### src/hw/uic_defines.svh
// register offsets, field positions, reset values and counts
`ifndef UIC_DEFINES_SVH
`define UIC_DEFINES_SVH

`define UIC_OFS_ISR        8'h00
`define UIC_OFS_FCR        8'h04
`define UIC_OFS_LCR        8'h08
`define UIC_OFS_IER        8'h0c
`define UIC_OFS_EFR        8'h10
`define UIC_OFS_FEATURE_CONTROL       8'h14
`define UIC_OFS_TRG_RX     8'h18
`define UIC_OFS_TRG_TX     8'h1c

`define UIC_RST_FCR        8'h00
`define UIC_RST_LCR        8'h00
`define UIC_RST_IER        8'h00
`define UIC_RST_EFR        8'h00
`define UIC_RST_FEATURE_CONTROL       8'h00
`define UIC_RST_TRG        8'h01

`define UIC_FCR_EN         0
`define UIC_FCR_RXRST      1
`define UIC_FCR_TXRST      2
`define UIC_FCR_DMA        3
`define UIC_EFR_ENH        4
`define UIC_EFR_ARTS       6
`define UIC_EFR_ACTS       7
`define UIC_FEATURE_CONTROL_RS485     3
`define UIC_IER_RXD        0
`define UIC_IER_TXR        1
`define UIC_IER_LSR        2
`define UIC_IER_MSR        3
`define UIC_IER_XOF        5
`define UIC_IER_RTS        6
`define UIC_IER_CTS        7

`define UIC_CODE_LSR       6'h06
`define UIC_CODE_TMO       6'h0c
`define UIC_CODE_RXD       6'h04
`define UIC_CODE_TXR       6'h02
`define UIC_CODE_MSR       6'h00
`define UIC_CODE_XOF       6'h10
`define UIC_CODE_FLW       6'h20
`define UIC_CODE_NONE      6'h01

`define UIC_TMO_CHARS      8'h04
`define UIC_TMO_BITS       8'h0c
`define UIC_FRAME_EXTRA    8'h02
`define UIC_MIN_WORD       8'h05

`endif

### src/hw/uic_pkg.sv
// types shared by the interrupt and fifo control block
package uic_pkg;

	typedef enum logic [2:0] {
		SRC_NONE = 3'b000,
		SRC_LSR  = 3'b001,
		SRC_TMO  = 3'b010,
		SRC_RXD  = 3'b011,
		SRC_TXR  = 3'b100,
		SRC_MSR  = 3'b101,
		SRC_XOF  = 3'b110,
		SRC_FLW  = 3'b111
	} uic_src_t;

	typedef struct packed {
		logic [3:0] line_status_err;
		logic [3:0] modem_status_delta;
		logic       char_rx;
		logic       receive_holding_read;
		logic       line_status_read;
		logic       modem_status_read;
		logic       transmit_holding_write;
		logic       xoff_match;
		logic       xon_match;
		logic       special_match;
		logic       tx_empty;
		logic       bit_tick;
		logic       rts_n;
	} uic_evt_t;

	typedef struct packed {
		logic       fifo_enable;
		logic       dma_mode;
		logic       rx_fifo_reset;
		logic       tx_fifo_reset;
		logic [1:0] word_len;
		logic [7:0] rx_trigger;
		logic [7:0] tx_trigger;
	} uic_cfg_t;

endpackage : uic_pkg

### src/hw/uic_irq_fifo_ctrl.sv
// uart interrupt priority, fifo setup and word length control
// Operation
// RULE1: isr read returns highest pending, rest queued; a reported source is kept even when a higher one arrives
// RULE2: reported source held until it is serviced
// RULE3: codes for line status, timeout, data ready
// RULE4: codes for tx, modem, xoff, flow, none
// RULE5: bit0 low while pending, high otherwise
// RULE6: line status bits 1-4, modem bits 0-3
// RULE7: timeout after four chars plus twelve bits
// RULE8: tx ready on trigger/empty, rs485 on empty
// RULE9: xoff/special flag; cts/rts rising in auto
// RULE10: lsr read clears lsr; msr read clears msr/flow
// RULE11: data ready below trigger; timeout on read
// RULE12: tx ready cleared by isr read or write
// RULE13: xoff by isr read/xon; special by next char
// RULE14: bits 5:4 need enhanced bit; xoff sticky
// RULE15: bits 7:6 mirror fifo enable
// RULE16: fifo enable bit gates other setup bits
// RULE17: fifo reset pulses, self clearing
// RULE18: setup bit3 selects dma pin behaviour
// RULE19: tx trigger crossing or empty after low reload
// RULE20: rx trigger from setup bits 7:6, default one
// RULE21: feature bits 5:4 select trigger table
// RULE22: word length five to eight bits
// RULE23: mask gates sources into source register
`timescale 1ns/100ps
`include "uic_defines.svh"

module uic_irq_fifo_ctrl #(
	parameter int CNT_W = 8,
	parameter int DEPTH = 128
) (
	input  wire logic              clk,
	input  wire logic              resetn,
	input  wire logic              psel,
	input  wire logic              penable,
	input  wire logic              pwrite,
	input  wire logic [7:0]        paddr,
	input  wire logic [31:0]       pwdata,
	output logic      [31:0]       prdata,
	output logic                   pready,
	output logic                   pslverr,
	input  wire uic_pkg::uic_evt_t evt,
	input  wire logic [CNT_W-1:0]  rx_count,
	input  wire logic [CNT_W-1:0]  tx_count,
	input  wire logic              cts_n_pin,
	output uic_pkg::uic_cfg_t      cfg,
	output logic                   irq_active,
	output logic                   rx_data_indication_n,
	output logic                   tx_space_indication_n
);

	generate
		if (CNT_W < 8 || DEPTH < 64 || DEPTH >= (1 << CNT_W))
			$error("uic_irq_fifo_ctrl: bad CNT_W or DEPTH");
	endgenerate

	localparam logic [7:0] RX_TBL [0:11] = '{
		8'h01, 8'h04, 8'h08, 8'h0e,
		8'h08, 8'h10, 8'h18, 8'h1c,
		8'h08, 8'h10, 8'h38, 8'h3c};
	localparam logic [7:0] TX_TBL [0:11] = '{
		8'h01, 8'h01, 8'h01, 8'h01,
		8'h10, 8'h08, 8'h18, 8'h1e,
		8'h08, 8'h10, 8'h20, 8'h38};
	localparam logic [CNT_W-1:0] DEPTH_C = CNT_W'(DEPTH);

	logic [7:0]        fcr_q;
	logic [7:0]        lcr_q;
	logic [7:0]        ier_q;
	logic [7:0]        efr_q;
	logic [7:0]        feature_control_q;
	logic [7:0]        trg_rx_q;
	logic [7:0]        trg_tx_q;
	logic              pready_q;
	logic              pslverr_q;
	logic [31:0]       prdata_q;
	logic              cts_s1_q;
	logic              cts_s2_q;
	logic              cts_s3_q;
	logic              rts_q;
	logic [3:0]        lsr_q;
	logic [3:0]        msr_q;
	logic              tx_empty_q;
	logic              ier_tx_q;
	logic [CNT_W-1:0]  tx_prev_q;
	logic              tx_over_q;
	logic [7:0]        tmo_cnt_q;
	logic              p_lsr_q;
	logic              p_tmo_q;
	logic              p_txr_q;
	logic              p_msr_q;
	logic              p_xoff_q;
	logic              p_spec_q;
	logic              p_flw_q;
	logic              xoff_bit_q;
	uic_pkg::uic_src_t cur_q;
	uic_pkg::uic_src_t cur_d;
	uic_pkg::uic_cfg_t cfg_q;
	logic              irq_q;
	logic              rxi_n_q;
	logic              txi_n_q;

	logic              acc;
	logic              wr;
	logic              rd;
	logic              isr_rd;
	logic              enh;
	logic              fifo_en;
	logic [7:0]        rx_trig;
	logic [7:0]        tx_trig;
	logic [CNT_W-1:0]  rx_trig_c;
	logic [CNT_W-1:0]  tx_trig_c;
	logic [7:0]        tmo_limit;
	logic [7:0]        isr_val;
	logic [7:0]        rd_val;
	logic              mapped;
	logic              rxd_lvl;
	logic              txr_set;
	logic [7:0]        pend;

	assign acc    = psel & penable & pready_q;
	assign wr     = acc & pwrite;
	assign rd     = acc & ~pwrite;
	assign isr_rd = rd & (paddr == `UIC_OFS_ISR);
	assign enh    = efr_q[`UIC_EFR_ENH];
	assign fifo_en = fcr_q[`UIC_FCR_EN];

	// trigger lookup; table D takes the programmable levels
	always_comb
	begin
		case (feature_control_q[5:4]) // see RULE21
			2'b11:
			begin
				rx_trig = trg_rx_q;
				tx_trig = trg_tx_q;
			end
			default:
			begin
				rx_trig = RX_TBL[{feature_control_q[5:4], fcr_q[7:6]}]; // see RULE20
				tx_trig = TX_TBL[{feature_control_q[5:4], fcr_q[5:4]}]; // see RULE19
			end
		endcase
		// without fifos a single character is the level
		if (!fifo_en)
		begin
			rx_trig = 8'h01;
			tx_trig = 8'h01;
		end
	end
	assign rx_trig_c = CNT_W'(rx_trig);
	assign tx_trig_c = CNT_W'(tx_trig);

	// frame = start + data + one stop
	assign tmo_limit = `UIC_TMO_CHARS
		* (`UIC_MIN_WORD + {6'h00, lcr_q[1:0]} + `UIC_FRAME_EXTRA)
		+ `UIC_TMO_BITS; // see RULE7

	// apb: one wait state so read data comes from a flop
	always_ff @(posedge clk or negedge resetn)
	begin
		if (!resetn)
		begin
			pready_q  <= 1'b0;
			pslverr_q <= 1'b0;
			prdata_q  <= 32'h0000_0000;
		end
		else if (psel && penable && !pready_q)
		begin
			pready_q  <= 1'b1;
			pslverr_q <= ~mapped;
			prdata_q  <= pwrite ? 32'h0000_0000 : {24'h00_0000, rd_val};
		end
		else
		begin
			pready_q  <= 1'b0;
			pslverr_q <= 1'b0;
		end
	end

	always_comb
	begin
		mapped = 1'b1;
		case (paddr)
			`UIC_OFS_ISR:    rd_val = isr_val;
			`UIC_OFS_FCR:    rd_val = 8'h00;
			`UIC_OFS_LCR:    rd_val = lcr_q;
			`UIC_OFS_IER:    rd_val = ier_q;
			`UIC_OFS_EFR:    rd_val = efr_q;
			`UIC_OFS_FEATURE_CONTROL:   rd_val = feature_control_q;
			`UIC_OFS_TRG_RX: rd_val = trg_rx_q;
			`UIC_OFS_TRG_TX: rd_val = trg_tx_q;
			default:
			begin
				rd_val = 8'h00;
				mapped = 1'b0;
			end
		endcase
	end

	// control registers
	always_ff @(posedge clk or negedge resetn)
	begin
		if (!resetn)
		begin
			lcr_q    <= `UIC_RST_LCR;
			ier_q    <= `UIC_RST_IER;
			efr_q    <= `UIC_RST_EFR;
			feature_control_q   <= `UIC_RST_FEATURE_CONTROL;
			trg_rx_q <= `UIC_RST_TRG;
			trg_tx_q <= `UIC_RST_TRG;
		end
		else if (wr)
		begin
			case (paddr)
				`UIC_OFS_LCR:    lcr_q <= pwdata[7:0]; // see RULE22
				`UIC_OFS_IER:    ier_q <= enh ? pwdata[7:0]
					: {ier_q[7:4], pwdata[3:0]};
				`UIC_OFS_EFR:    efr_q <= pwdata[7:0];
				`UIC_OFS_FEATURE_CONTROL:   feature_control_q <= pwdata[7:0];
				`UIC_OFS_TRG_RX: trg_rx_q <= pwdata[7:0];
				`UIC_OFS_TRG_TX: trg_tx_q <= pwdata[7:0];
				default:         lcr_q <= lcr_q;
			endcase
		end
	end

	// fifo setup; reset bits are stored as one-cycle pulses
	always_ff @(posedge clk or negedge resetn)
	begin
		if (!resetn)
			fcr_q <= `UIC_RST_FCR;
		else if (wr && paddr == `UIC_OFS_FCR)
		begin
			fcr_q[`UIC_FCR_EN] <= pwdata[`UIC_FCR_EN]; // see RULE16
			if (pwdata[`UIC_FCR_EN])
			begin
				fcr_q[3:1] <= pwdata[3:1]; // see RULE17, RULE18
				fcr_q[7:6] <= pwdata[7:6];
				if (enh)
					fcr_q[5:4] <= pwdata[5:4]; // see RULE19
			end
			else
				fcr_q[2:1] <= 2'b00;
		end
		else
			fcr_q[2:1] <= 2'b00; // see RULE17
	end

	// cts arrives from a pin; rts is driven by on-chip logic
	always_ff @(posedge clk or negedge resetn)
	begin
		if (!resetn)
		begin
			cts_s1_q   <= 1'b1;
			cts_s2_q   <= 1'b1;
			cts_s3_q   <= 1'b1;
			rts_q      <= 1'b1;
			lsr_q      <= 4'h0;
			msr_q      <= 4'h0;
			tx_empty_q <= 1'b1;
			ier_tx_q   <= 1'b0;
			tx_prev_q  <= '0;
		end
		else
		begin
			cts_s1_q   <= cts_n_pin;
			cts_s2_q   <= cts_s1_q;
			cts_s3_q   <= cts_s2_q;
			rts_q      <= evt.rts_n;
			lsr_q      <= evt.line_status_err;
			msr_q      <= evt.modem_status_delta;
			tx_empty_q <= evt.tx_empty;
			ier_tx_q   <= ier_q[`UIC_IER_TXR];
			tx_prev_q  <= tx_count;
		end
	end

	// remembers whether the last reload went above the trigger
	always_ff @(posedge clk or negedge resetn)
	begin
		if (!resetn)
			tx_over_q <= 1'b0;
		else if (tx_count > tx_trig_c)
			tx_over_q <= 1'b1;
		else if (tx_count == '0)
			tx_over_q <= 1'b0;
	end

	always_comb
	begin
		if (feature_control_q[`UIC_FEATURE_CONTROL_RS485])
			txr_set = evt.tx_empty & ~tx_empty_q; // see RULE8
		else
			txr_set = (tx_prev_q >= tx_trig_c && tx_count < tx_trig_c)
				|| (tx_prev_q != '0 && tx_count == '0
				&& !tx_over_q); // see RULE8, RULE19
		// enabling the source while already empty also raises it
		if (ier_q[`UIC_IER_TXR] && !ier_tx_q && tx_count == '0)
			txr_set = 1'b1;
	end

	// receive timeout timer, restarted by any rx activity
	always_ff @(posedge clk or negedge resetn)
	begin
		if (!resetn)
			tmo_cnt_q <= 8'h00;
		else if (evt.char_rx || evt.receive_holding_read
			|| rx_count == '0 || !fifo_en || p_tmo_q)
			tmo_cnt_q <= 8'h00;
		else if (evt.bit_tick && tmo_cnt_q != tmo_limit)
			tmo_cnt_q <= tmo_cnt_q + 8'h01;
	end

	// sticky sources; a set in the clearing cycle wins, except timeout, whose set a holding read blocks
	always_ff @(posedge clk or negedge resetn)
	begin
		if (!resetn)
		begin
			p_lsr_q    <= 1'b0;
			p_tmo_q    <= 1'b0;
			p_txr_q    <= 1'b0;
			p_msr_q    <= 1'b0;
			p_xoff_q   <= 1'b0;
			p_spec_q   <= 1'b0;
			p_flw_q    <= 1'b0;
			xoff_bit_q <= 1'b0;
		end
		else
		begin
			if (|(evt.line_status_err & ~lsr_q)) // see RULE6
				p_lsr_q <= 1'b1;
			else if (evt.line_status_read) // see RULE10
				p_lsr_q <= 1'b0;
			if (evt.bit_tick && tmo_cnt_q == tmo_limit - 8'h01
				&& !evt.char_rx && !evt.receive_holding_read)
				p_tmo_q <= 1'b1; // see RULE7
			else if (evt.receive_holding_read) // see RULE11
				p_tmo_q <= 1'b0;
			if (txr_set)
				p_txr_q <= 1'b1;
			else if (isr_rd || evt.transmit_holding_write) // see RULE12
				p_txr_q <= 1'b0;
			if (|(evt.modem_status_delta & ~msr_q)) // see RULE6
				p_msr_q <= 1'b1;
			else if (evt.modem_status_read) // see RULE10
				p_msr_q <= 1'b0;
			if (evt.xoff_match) // see RULE9
				p_xoff_q <= 1'b1;
			else if (isr_rd || evt.xon_match) // see RULE13
				p_xoff_q <= 1'b0;
			if (evt.special_match) // see RULE9
				p_spec_q <= 1'b1;
			else if (isr_rd || evt.char_rx) // see RULE13
				p_spec_q <= 1'b0;
			if ((efr_q[`UIC_EFR_ACTS] && cts_s2_q && !cts_s3_q)
				|| (efr_q[`UIC_EFR_ARTS] && evt.rts_n && !rts_q))
				p_flw_q <= 1'b1; // see RULE9
			else if (evt.modem_status_read) // see RULE10
				p_flw_q <= 1'b0;
			if (evt.xoff_match)
				xoff_bit_q <= 1'b1; // see RULE14
			else if (evt.xon_match)
				xoff_bit_q <= 1'b0;
		end
	end

	assign rxd_lvl = rx_count >= rx_trig_c; // see RULE11, RULE20

	// masked pending vector, index = priority
	always_comb
	begin
		pend[0] = 1'b0;
		pend[1] = p_lsr_q & ier_q[`UIC_IER_LSR]; // see RULE23
		pend[2] = p_tmo_q & ier_q[`UIC_IER_RXD];
		pend[3] = rxd_lvl & ier_q[`UIC_IER_RXD];
		pend[4] = p_txr_q & ier_q[`UIC_IER_TXR];
		pend[5] = p_msr_q & ier_q[`UIC_IER_MSR];
		pend[6] = (p_xoff_q | p_spec_q) & ier_q[`UIC_IER_XOF]
			& enh; // see RULE14
		pend[7] = p_flw_q & enh
			& (ier_q[`UIC_IER_RTS] | ier_q[`UIC_IER_CTS]);
	end

	// keep the reported source until it is no longer pending
	always_comb
	begin
		cur_d = cur_q;
		if (cur_q == uic_pkg::SRC_NONE || !pend[cur_q]) // see RULE2
		begin
			if (pend[1])
				cur_d = uic_pkg::SRC_LSR; // see RULE1
			else if (pend[2])
				cur_d = uic_pkg::SRC_TMO;
			else if (pend[3])
				cur_d = uic_pkg::SRC_RXD;
			else if (pend[4])
				cur_d = uic_pkg::SRC_TXR;
			else if (pend[5])
				cur_d = uic_pkg::SRC_MSR;
			else if (pend[6])
				cur_d = uic_pkg::SRC_XOF;
			else if (pend[7])
				cur_d = uic_pkg::SRC_FLW;
			else
				cur_d = uic_pkg::SRC_NONE;
		end
	end

	always_ff @(posedge clk or negedge resetn)
	begin
		if (!resetn)
			cur_q <= uic_pkg::SRC_NONE;
		else
			cur_q <= cur_d;
	end

	always_comb
	begin
		case (cur_q) // see RULE3, RULE4, RULE5
			uic_pkg::SRC_LSR:  isr_val[5:0] = `UIC_CODE_LSR;
			uic_pkg::SRC_TMO:  isr_val[5:0] = `UIC_CODE_TMO;
			uic_pkg::SRC_RXD:  isr_val[5:0] = `UIC_CODE_RXD;
			uic_pkg::SRC_TXR:  isr_val[5:0] = `UIC_CODE_TXR;
			uic_pkg::SRC_MSR:  isr_val[5:0] = `UIC_CODE_MSR;
			uic_pkg::SRC_XOF:  isr_val[5:0] = `UIC_CODE_XOF;
			uic_pkg::SRC_FLW:  isr_val[5:0] = `UIC_CODE_FLW;
			default:           isr_val[5:0] = `UIC_CODE_NONE;
		endcase
		// xoff match stays visible until xon while some source is reported
		if (enh && xoff_bit_q && cur_q != uic_pkg::SRC_NONE)
			isr_val[4] = 1'b1; // see RULE14
		isr_val[7:6] = {fifo_en, fifo_en}; // see RULE15
	end

	// output flops
	always_ff @(posedge clk or negedge resetn)
	begin
		if (!resetn)
		begin
			// fifos off: the effective level is one character
			cfg_q   <= '{rx_trigger: `UIC_RST_TRG,
				tx_trigger: `UIC_RST_TRG, default: '0}; // see RULE20
			irq_q   <= 1'b0;
			rxi_n_q <= 1'b1;
			txi_n_q <= 1'b0;
		end
		else
		begin
			cfg_q.fifo_enable   <= fifo_en;
			cfg_q.dma_mode      <= fcr_q[`UIC_FCR_DMA];
			cfg_q.rx_fifo_reset <= fcr_q[`UIC_FCR_RXRST];
			cfg_q.tx_fifo_reset <= fcr_q[`UIC_FCR_TXRST];
			cfg_q.word_len      <= lcr_q[1:0]; // see RULE22
			cfg_q.rx_trigger    <= rx_trig;
			cfg_q.tx_trigger    <= tx_trig;
			irq_q <= cur_d != uic_pkg::SRC_NONE;
			if (fcr_q[`UIC_FCR_DMA]) // see RULE18
			begin
				rxi_n_q <= ~(rxd_lvl | p_tmo_q);
				txi_n_q <= tx_count >= DEPTH_C;
			end
			else
			begin
				rxi_n_q <= rx_count == '0;
				txi_n_q <= tx_count != '0;
			end
		end
	end

	assign prdata                = prdata_q;
	assign pready                = pready_q;
	assign pslverr               = pslverr_q;
	assign cfg                   = cfg_q;
	assign irq_active            = irq_q;
	assign rx_data_indication_n  = rxi_n_q;
	assign tx_space_indication_n = txi_n_q;

endmodule : uic_irq_fifo_ctrl

### config.mk
export PLATFORM = sky130hd
export DESIGN_NAME = uic_irq_fifo_ctrl
export DESIGN_NICKNAME = d
export VERILOG_FILES = /design/src/hw/uic_pkg.sv /design/src/hw/uic_irq_fifo_ctrl.sv
export VERILOG_INCLUDE_DIRS = /design/src /design/src/hw
export SDC_FILE = /design/constraint.sdc
export NUM_CORES = 1
export LEC_CHECK = 0
export ABC_AREA = 0
export BUFFER_PORTS_ARGS = -buffer_cell sky130_fd_sc_hd__buf_2
export CAP_MARGIN = 0
export CORE_ASPECT_RATIO = 0.6
export CORE_MARGIN = 1
export CORE_UTILIZATION = 45
export CTS_CLUSTER_DIAMETER = 40
export CTS_CLUSTER_SIZE = 16
export DETAILED_ROUTE_END_ITERATION = 8
export GPL_TIMING_DRIVEN = 1
export PLACE_DENSITY = 0.68
export SYNTH_ARGS = -nofsm -noshare
export SYNTH_HDL_FRONTEND = slang
export SYNTH_SLANG_ARGS = --single-unit
### constraint.sdc
create_clock -name clk -period 8.5 [get_ports clk]
set_clock_uncertainty 0.2 [all_clocks]
set_input_delay 0.85 -clock clk [delete_from_list [all_inputs] [get_ports clk]]
set_output_delay 0.85 -clock clk [all_outputs]
set_load 0.1 [all_outputs]
; ---- After elaboration in Yosys (flattened, before gate mapping)
; Memories as Yosys holds them, arrays and structs flattened.
; Cells that the tools add are included.
[word_totals]
rom_bits = 256
wordCells = 221
n_memories = 2
register_bits = 157
output_inout_bits = 59
[op_classes]
eq_ne = 17
n_reduce_logical = 67
mux = 50
n_lt_le_gt_ge = 8
addsub = 5
n_bitwise = 28
[memory_table]
columns = name, depth, word_bits, read_ports, rd_clocked_by_memory_dff, wr, line_no
row1 = (name not given), 16, 8, 1, 0, 0, uic_irq_fifo_ctrl.sv:141  ; tx_trig = TX_TBL[{feature_control_q[5:4], fcr_q[5:4]}];
row2 = (name not given), 16, 8, 1, 0, 0, uic_irq_fifo_ctrl.sv:140  ; rx_trig = RX_TBL[{feature_control_q[5:4], fcr_q[7:6]}];
[ops]
columns = op, n
row1 = 8-bit 2-to-1 mux, 11
row2 = 8-bit one-hot mux with 7 select lines, 1
row3 = 6-bit one-hot mux with 7 select lines, 1
row4 = "8-bit by 5-bit == test with 1-bit output, second input constant", 4
row5 = 1-bit 2-to-1 mux, 26
row6 = 8-bit zero test, 3
row7 = 3-bit 2-to-1 mux, 8
row8 = 2-bit nonzero test, 10
row9 = 1-bit logical AND, 18
row10 = "8-bit by 4-bit == test with 1-bit output, second input constant", 2
row11 = 8-bit greater-or-equal comparator, 2
row12 = 8-bit nonzero test, 2
row13 = 1-bit AND, 15
row14 = 2-bit AND reduction, 7
row15 = "3-bit == test, second input constant", 4
row16 = "5-bit greater-or-equal comparator, second input constant", 2
row17 = 1-bit logical OR, 10
row18 = 4-bit inverter with 5-bit output, 2
row19 = 1-bit zero test, 9
row20 = "7-bit by 4-bit adder with 8-bit output, second input constant", 1
row21 = "8-bit by 1-bit adder with 8-bit output, second input constant", 1
row22 = 4-bit AND, 2
row23 = "8-bit by 3-bit == test with 1-bit output, second input constant", 1
row24 = 8-bit == test, 1
row25 = other kinds (21), 32

; ---- Longest topological paths before layout
[logic_depth]
word_depth = 14
depth_mapped = 12

; ---- Worst setup path before layout
; Ideal clock, no wire load.
[synth_path]
kind = input -> register
from = input paddr[0]
to = register fcr_q[4]
arrival_time_ns = 2.873
stages = 6
n_path_buf = 1
setup_time_ns = 0.125
slack_ns = 5.302
required_time_ns = 8.175
cell_sequence = or4_4 > or3_4 > or4_4 > buf_6 > or2_4 > mux2_4
[synth_via]
elab_chain_cells = 3
[synth_rtl]
columns = element, line_no
row1 = start: declaration, uic_irq_fifo_ctrl.sv:38  ; input wire logic [7:0] paddr,
row2 = 8-bit by 3-bit == test with 1-bit output, --
row3 = 1-bit logical AND (no line), --
row4 = 3-bit AND reduction (no line), --
row5 = end signal: assignment, uic_irq_fifo_ctrl.sv:232  ; fcr_q <= `UIC_RST_FCR;
row6 = end signal: indexed assignment, uic_irq_fifo_ctrl.sv:235  ; fcr_q[`UIC_FCR_EN] <= pwdata[`UIC_FCR_EN];
row7 = end signal: assignment, uic_irq_fifo_ctrl.sv:241  ; fcr_q[5:4] <= pwdata[5:4];
row8 = end: declaration, uic_irq_fifo_ctrl.sv:68  ; logic [7:0] fcr_q;
; Every way passes these cells.
; A chain may end at the register's enable or synchronous reset.

; ---- Worst setup path in the final report
[layout_path]
from = register feature_control_q[5]
to = register irq_q, in the netlist irq_active
[layout_via]
elab_chain_cells = 14
[layout_rtl]
columns = element, line_no
row1 = start: declaration, uic_irq_fifo_ctrl.sv:72  ; logic [7:0] feature_control_q;
row2 = start signal: assignment, uic_irq_fifo_ctrl.sv:209  ; feature_control_q <= `UIC_RST_FEATURE_CONTROL;
row3 = start signal: assignment, uic_irq_fifo_ctrl.sv:220  ; `UIC_OFS_FEATURE_CONTROL: feature_control_q <= pwdata[7:0];
row4 = 4-bit inverter with 5-bit output (not written as such), uic_irq_fifo_ctrl.sv:140
row5 = memory 16 x 8 bit, --
row6 = 8-bit 2-to-1 mux (not written as such) (2 in a row), uic_irq_fifo_ctrl.sv:140
row7 = 8-bit 2-to-1 mux (*), uic_irq_fifo_ctrl.sv:132  ; case (feature_control_q[5:4])
row8 = 8-bit 2-to-1 mux (*), uic_irq_fifo_ctrl.sv:145  ; if (!fifo_en)
row9 = 8-bit greater-or-equal comparator (*), uic_irq_fifo_ctrl.sv:368  ; assign rxd_lvl = rx_count >= rx_trig_c;
row10 = 1-bit AND (*), uic_irq_fifo_ctrl.sv:376  ; pend[3] = rxd_lvl & ier_q[`UIC_IER_RXD];
row11 = 1-bit binary-select mux with 3-bit select, uic_irq_fifo_ctrl.sv:389  ; if (cur_q == uic_pkg::SRC_NONE || !pend[cur_q])
row12 = 1-bit 2-to-1 mux (not written as such), uic_irq_fifo_ctrl.sv:389
row13 = 1-bit zero test, uic_irq_fifo_ctrl.sv:389
row14 = 1-bit logical OR, uic_irq_fifo_ctrl.sv:389
row15 = 3-bit 2-to-1 mux (*), uic_irq_fifo_ctrl.sv:389
row16 = 3-bit nonzero test (*), uic_irq_fifo_ctrl.sv:457  ; irq_q <= cur_d != uic_pkg::SRC_NONE;
row17 = end signal: assignment, uic_irq_fifo_ctrl.sv:457
row18 = end: declaration, uic_irq_fifo_ctrl.sv:100  ; logic irq_q;
; Mark *: on every way between the ends. The rest lies on a longest branch, timed or not. The select of a mux whose other input is x is not followed.

==> metrics.txt <==
# TYPE chip_impl_metric gauge
chip_impl_metric{name="worst_ir_drop_vdd",unit="mV"} 0.1046
chip_impl_metric{name="period_needed",unit="ns"} 3.624
chip_impl_info{name="final_cell_mix",value="123 x sky130_fd_sc_hd__dfrtp_1, 90 x sky130_fd_sc_hd__buf_2, 77 x sky130_fd_sc_hd__nand2_1, 50 x sky130_fd_sc_hd__inv_1, 44 x sky130_fd_sc_hd__o21ai_0"} 1
chip_impl_metric{name="synth-seq-cells",unit=""} 133
chip_impl_metric{name="timing.final.ws_setup",unit="ns"} 4.876
chip_impl_metric{name="syn-mean-instance-area",unit="um^2"} 10.63
chip_impl_metric{name="post_layout_utilization_of_the_core",unit="%"} 54.58
chip_impl_metric{name="drive_above_1_share",unit="%"} 26.25
chip_impl_metric{name="cts_hold_buffers",unit=""} 0
chip_impl_metric{name="clk_latency",unit="ns"} 0.42
chip_impl_metric{name="cts_made_buffers",unit=""} 17
chip_impl_metric{name="synth_cells",unit=""} 636
chip_impl_metric{name="critical_path_required",unit="ns"} 8.60
chip_impl_metric{name="synth.yosys.seq_area_share",unit="%"} 49.42
chip_impl_metric{name="post_cts_resized",unit=""} 0
chip_impl_metric{name="synthesis.yosys.warnings",unit=""} 0
chip_impl_metric{name="vias_per_cell",unit=""} 5.476
chip_impl_metric{name="grt_antenna_before_repair",unit=""} 0
chip_impl_metric{name="postRouteWirelength",unit="um"} 16740
chip_impl_metric{name="port_buffers",unit=""} 91
chip_impl_metric{name="die-height",unit="um"} 96.94
chip_impl_info{name="grt_setup_unrepaired",value="false"} 1
chip_impl_metric{name="timing_hold_violations_final",unit=""} 0
chip_impl_metric{name="area_delta_synth_final",unit="%"} 17.80
chip_impl_metric{name="fp-row-count",unit=""} 34
chip_impl_info{name="cts_root_buf",value="sky130_fd_sc_hd__clkbuf_16"} 1
chip_impl_metric{name="fmax",unit="MHz"} 276.0
chip_impl_metric{name="power.leakage",unit="nW"} 3.870
chip_impl_metric{name="die_w",unit="um"} 160.2
chip_impl_metric{name="synthArstFlopShare",unit="%"} 100.0
chip_impl_info{name="setup.worst_path.end_class",value="register"} 1
chip_impl_metric{name="grt_util_met1",unit="%"} 32.29
chip_impl_metric{name="via_count",unit=""} 5131
chip_impl_info{name="layout_commonest_cell",value="sky130_fd_sc_hd__dfrtp_1"} 1
chip_impl_metric{name="io_pins",unit=""} 140
chip_impl_metric{name="synth-edff-count",unit=""} 0
chip_impl_metric{name="cts_max_level",unit=""} 4
chip_impl_info{name="holdCritPathClass",value="input pin to asynchronous set/reset pin"} 1
chip_impl_metric{name="finalSetupTns",unit="ns"} 0
chip_impl_metric{name="max_cap_viol_count",unit=""} 0
chip_impl_metric{name="met2_usage_grt",unit="%"} 31.87
chip_impl_metric{name="finalNetCount",unit=""} 841
chip_impl_metric{name="firstDrtPassIters",unit=""} 5
chip_impl_metric{name="critPathMaxFanout",unit=""} 21
chip_impl_info{name="synth_flop_cell",value="sky130_fd_sc_hd__dfrtp_1"} 1
chip_impl_metric{name="grt_remaining_overflow",unit=""} 0
chip_impl_metric{name="slew_violations",unit=""} 0
chip_impl_metric{name="cp_data_arrival_time",unit="ns"} 3.73
chip_impl_info{name="tritoncts",value="done"} 1
chip_impl_metric{name="die-area",unit="um^2"} 15530
chip_impl_metric{name="antenna_diode_count",unit=""} 0
chip_impl_metric{name="dr_drc_count",unit=""} 0
chip_impl_info{name="worstSetupPathType",value="register to register"} 1
chip_impl_metric{name="powerDensity",unit="nW/um^2"} 200.1
chip_impl_metric{name="yosysUniqueCellTypes",unit=""} 60
chip_impl_info{name="worst_setup_path_start_kind",value="register"} 1
chip_impl_metric{name="worst_pin_slew",unit="ns"} 1.000
chip_impl_metric{name="dpl_worst_slack",unit="ns"} 4.814
chip_impl_metric{name="number_of_failing_setup_endpoints_in_the_final_timing_report",unit=""} 0
chip_impl_metric{name="clkSinkCount",unit=""} 133
chip_impl_metric{name="max_slew_margin",unit="%"} 33.32
chip_impl_metric{name="grt_util_all_layers",unit="%"} 22.39
chip_impl_metric{name="grt_max_degree",unit=""} 82
chip_impl_metric{name="grt_pass1_wl",unit="um"} 26540
chip_impl_metric{name="core_region_area",unit="um^2"} 14590
chip_impl_metric{name="routed_length_per_placed_instance",unit="um"} 17.86
chip_impl_metric{name="cts.reportedPaths.clkPinSlew",unit="ns"} 0.06
chip_impl_metric{name="detailed_place_hpwl",unit="um"} 12370
chip_impl_metric{name="mappedNetlistArea",unit="um^2"} 6760
chip_impl_metric{name="gp_congestion",unit=""} 0.8771
chip_impl_info{name="run_status",value="finished, final reports clean"} 1
chip_impl_metric{name="grt_util_met3",unit="%"} 8.491
chip_impl_info{name="grt-busiest-layer",value="met1"} 1
chip_impl_metric{name="timing.final.crit_share",unit="%"} 42.63
chip_impl_metric{name="layout.filler_cells",unit=""} 1315
chip_impl_metric{name="cts_post_setup_buffers_inserted",unit=""} 0
chip_impl_metric{name="drtAntennaViolNets",unit=""} 0
chip_impl_metric{name="clock_tree.buffer_depth",unit=""} 2
chip_impl_metric{name="drt_iter0_drc",unit=""} 343
chip_impl_metric{name="initial_core_util",unit="%"} 46.33
chip_impl_metric{name="grt_pass1_vias",unit=""} 5067
-- Yosys cell counts, types with 7 or more instances --
| cell type | count | area share [%] |
|---|---|---|
| sky130_fd_sc_hd__mux2_2 | 40 | 6.7 |
| sky130_fd_sc_hd__nand2_1 | 77 | 4.3 |
| sky130_fd_sc_hd__a21o_1 | 10 | 1.1 |
| sky130_fd_sc_hd__dfrtp_1 | 123 | 46 |
| sky130_fd_sc_hd__a21oi_1 | 17 | 1.3 |
| sky130_fd_sc_hd__ha_1 | 34 | 6.3 |
| sky130_fd_sc_hd__nor2_1 | 28 | 1.6 |
| sky130_fd_sc_hd__mux4_2 | 8 | 2.7 |
| sky130_fd_sc_hd__buf_4 | 24 | 2.7 |
| sky130_fd_sc_hd__nor4_1 | 7 | 0.65 |
| sky130_fd_sc_hd__mux2i_1 | 7 | 1.0 |
| sky130_fd_sc_hd__inv_1 | 50 | 2.8 |
| sky130_fd_sc_hd__xnor2_1 | 9 | 1.2 |
| sky130_fd_sc_hd__dfstp_2 | 10 | 3.9 |
| sky130_fd_sc_hd__nand3_1 | 13 | 0.96 |
| sky130_fd_sc_hd__nand2b_1 | 10 | 0.93 |
| sky130_fd_sc_hd__o21ai_0 | 44 | 3.3 |
| sky130_fd_sc_hd__clkbuf_1 | 18 | 1.0 |
| sky130_fd_sc_hd__nand4_1 | 11 | 1.0 |
-- critical path: stages (launching register included) --
cell and delay (ns):
sky130_fd_sc_hd__dfrtp_1 0.73, sky130_fd_sc_hd__and2_1 0.30, sky130_fd_sc_hd__nand2_1 0.09, sky130_fd_sc_hd__o31ai_1 0.13, sky130_fd_sc_hd__nand2_1 0.17, sky130_fd_sc_hd__ha_1 0.33
sky130_fd_sc_hd__a2111oi_0 0.63, sky130_fd_sc_hd__o31ai_1 0.23, sky130_fd_sc_hd__o21ai_0 0.35, sky130_fd_sc_hd__nand4bb_1 0.15, sky130_fd_sc_hd__a21o_1 0.21
-- flip-flops by register name (all words and copies together) (netlist names), 3 cells and up --
| signal | count |
|---|---|
| cur_q | 3 |
| efr_q | 8 |
| prdata | 8 |
| lsr_q | 4 |
| tmo_cnt_q | 8 |
| trg_tx_q | 8 |
| cfg | 22 |
| msr_q | 4 |
| trg_rx_q | 8 |
| ier_q | 8 |
| fcr_q | 8 |
| feature_control_q | 8 |
| lcr_q | 8 |
| tx_prev_q | 8 |
-- logic make-up (layout without fill, tap and decap cells) --
family | Yosys count | after routing | share of synthesized area, %
compound gates | 119 | 119 | 11.29
other cells | 1 | 24 | 0.05547
fa+ha+maj | 36 | 36 | 6.589
buf+inv | 94 | 174 | 6.663
mux | 57 | 57 | 10.81
simple gates | 183 | 183 | 13.49
xor+xnor | 13 | 13 | 1.684
flops | 133 | 133 | 49.42
-- metal layers --
metal  part of all wire [%]  routed length, um  vias to the layer above
met5                      0                  0                        -
met4                    1.1                181                        0
met3                    9.1               1525                       25
met2                     43               7184                      195
met1                     47               7848                     2537
li1                       -                  -                     2374
-- power by group --
group,leakage [nW],switching [W],internal (W)
Combinational,1.81,0.0000969,0.0000259
Sequential,1.75,0.00000662,0.000643
Clock,0.310,0.000289,0.000531
-- final timing paths --
| check | startpoint | endpoint | slack [ns] | cells after the start |
|---|---|---|---|---|
| min in group clk | cts_s1_q | cts_s2_q | 0.16 | 0 |
| max reg2reg | feature_control_q[5] | irq_active | 4.88 | 10 |
| min reg2reg | cts_s1_q | cts_s2_q | 0.16 | 0 |
| max | feature_control_q[5] | irq_active | 4.88 | 10 |
| max in group asynchronous | resetn | lcr_q[5] | 6.54 | 2 |
| min | resetn | tmo_cnt_q[6] | 0.16 | 1 |
-- layout make-up --
class	instances	area (um^2)	area share, %
clock buffer	18	439.2	5.515
timing repair buffer	92	469.2	5.892
sequential	133	3341	41.95
tap	198	247.7	3.111
multi-input combinational	432	3055	38.37
inverter	50	187.7	2.357
clock inverter	14	224.0	2.812
-- metrics by stage --
step | total power, W | hold slack (ns) | instances | area [um^2]
floorplan | 0.0007481 | 0.1312 | 659 | 6847
global placement | 0.0007804 | 0.1470 | 905 | 7301
detailed placement | 0.0007838 | 0.1379 | 905 | 7301
CTS | 0.001603 | 0.1562 | 937 | 7964
global route | 0.001641 | 0.1601 | 937 | 7964
finish | 0.001594 | 0.1554 | 937 | 7964
Note: power is estimated with default switching activity, not from simulation.
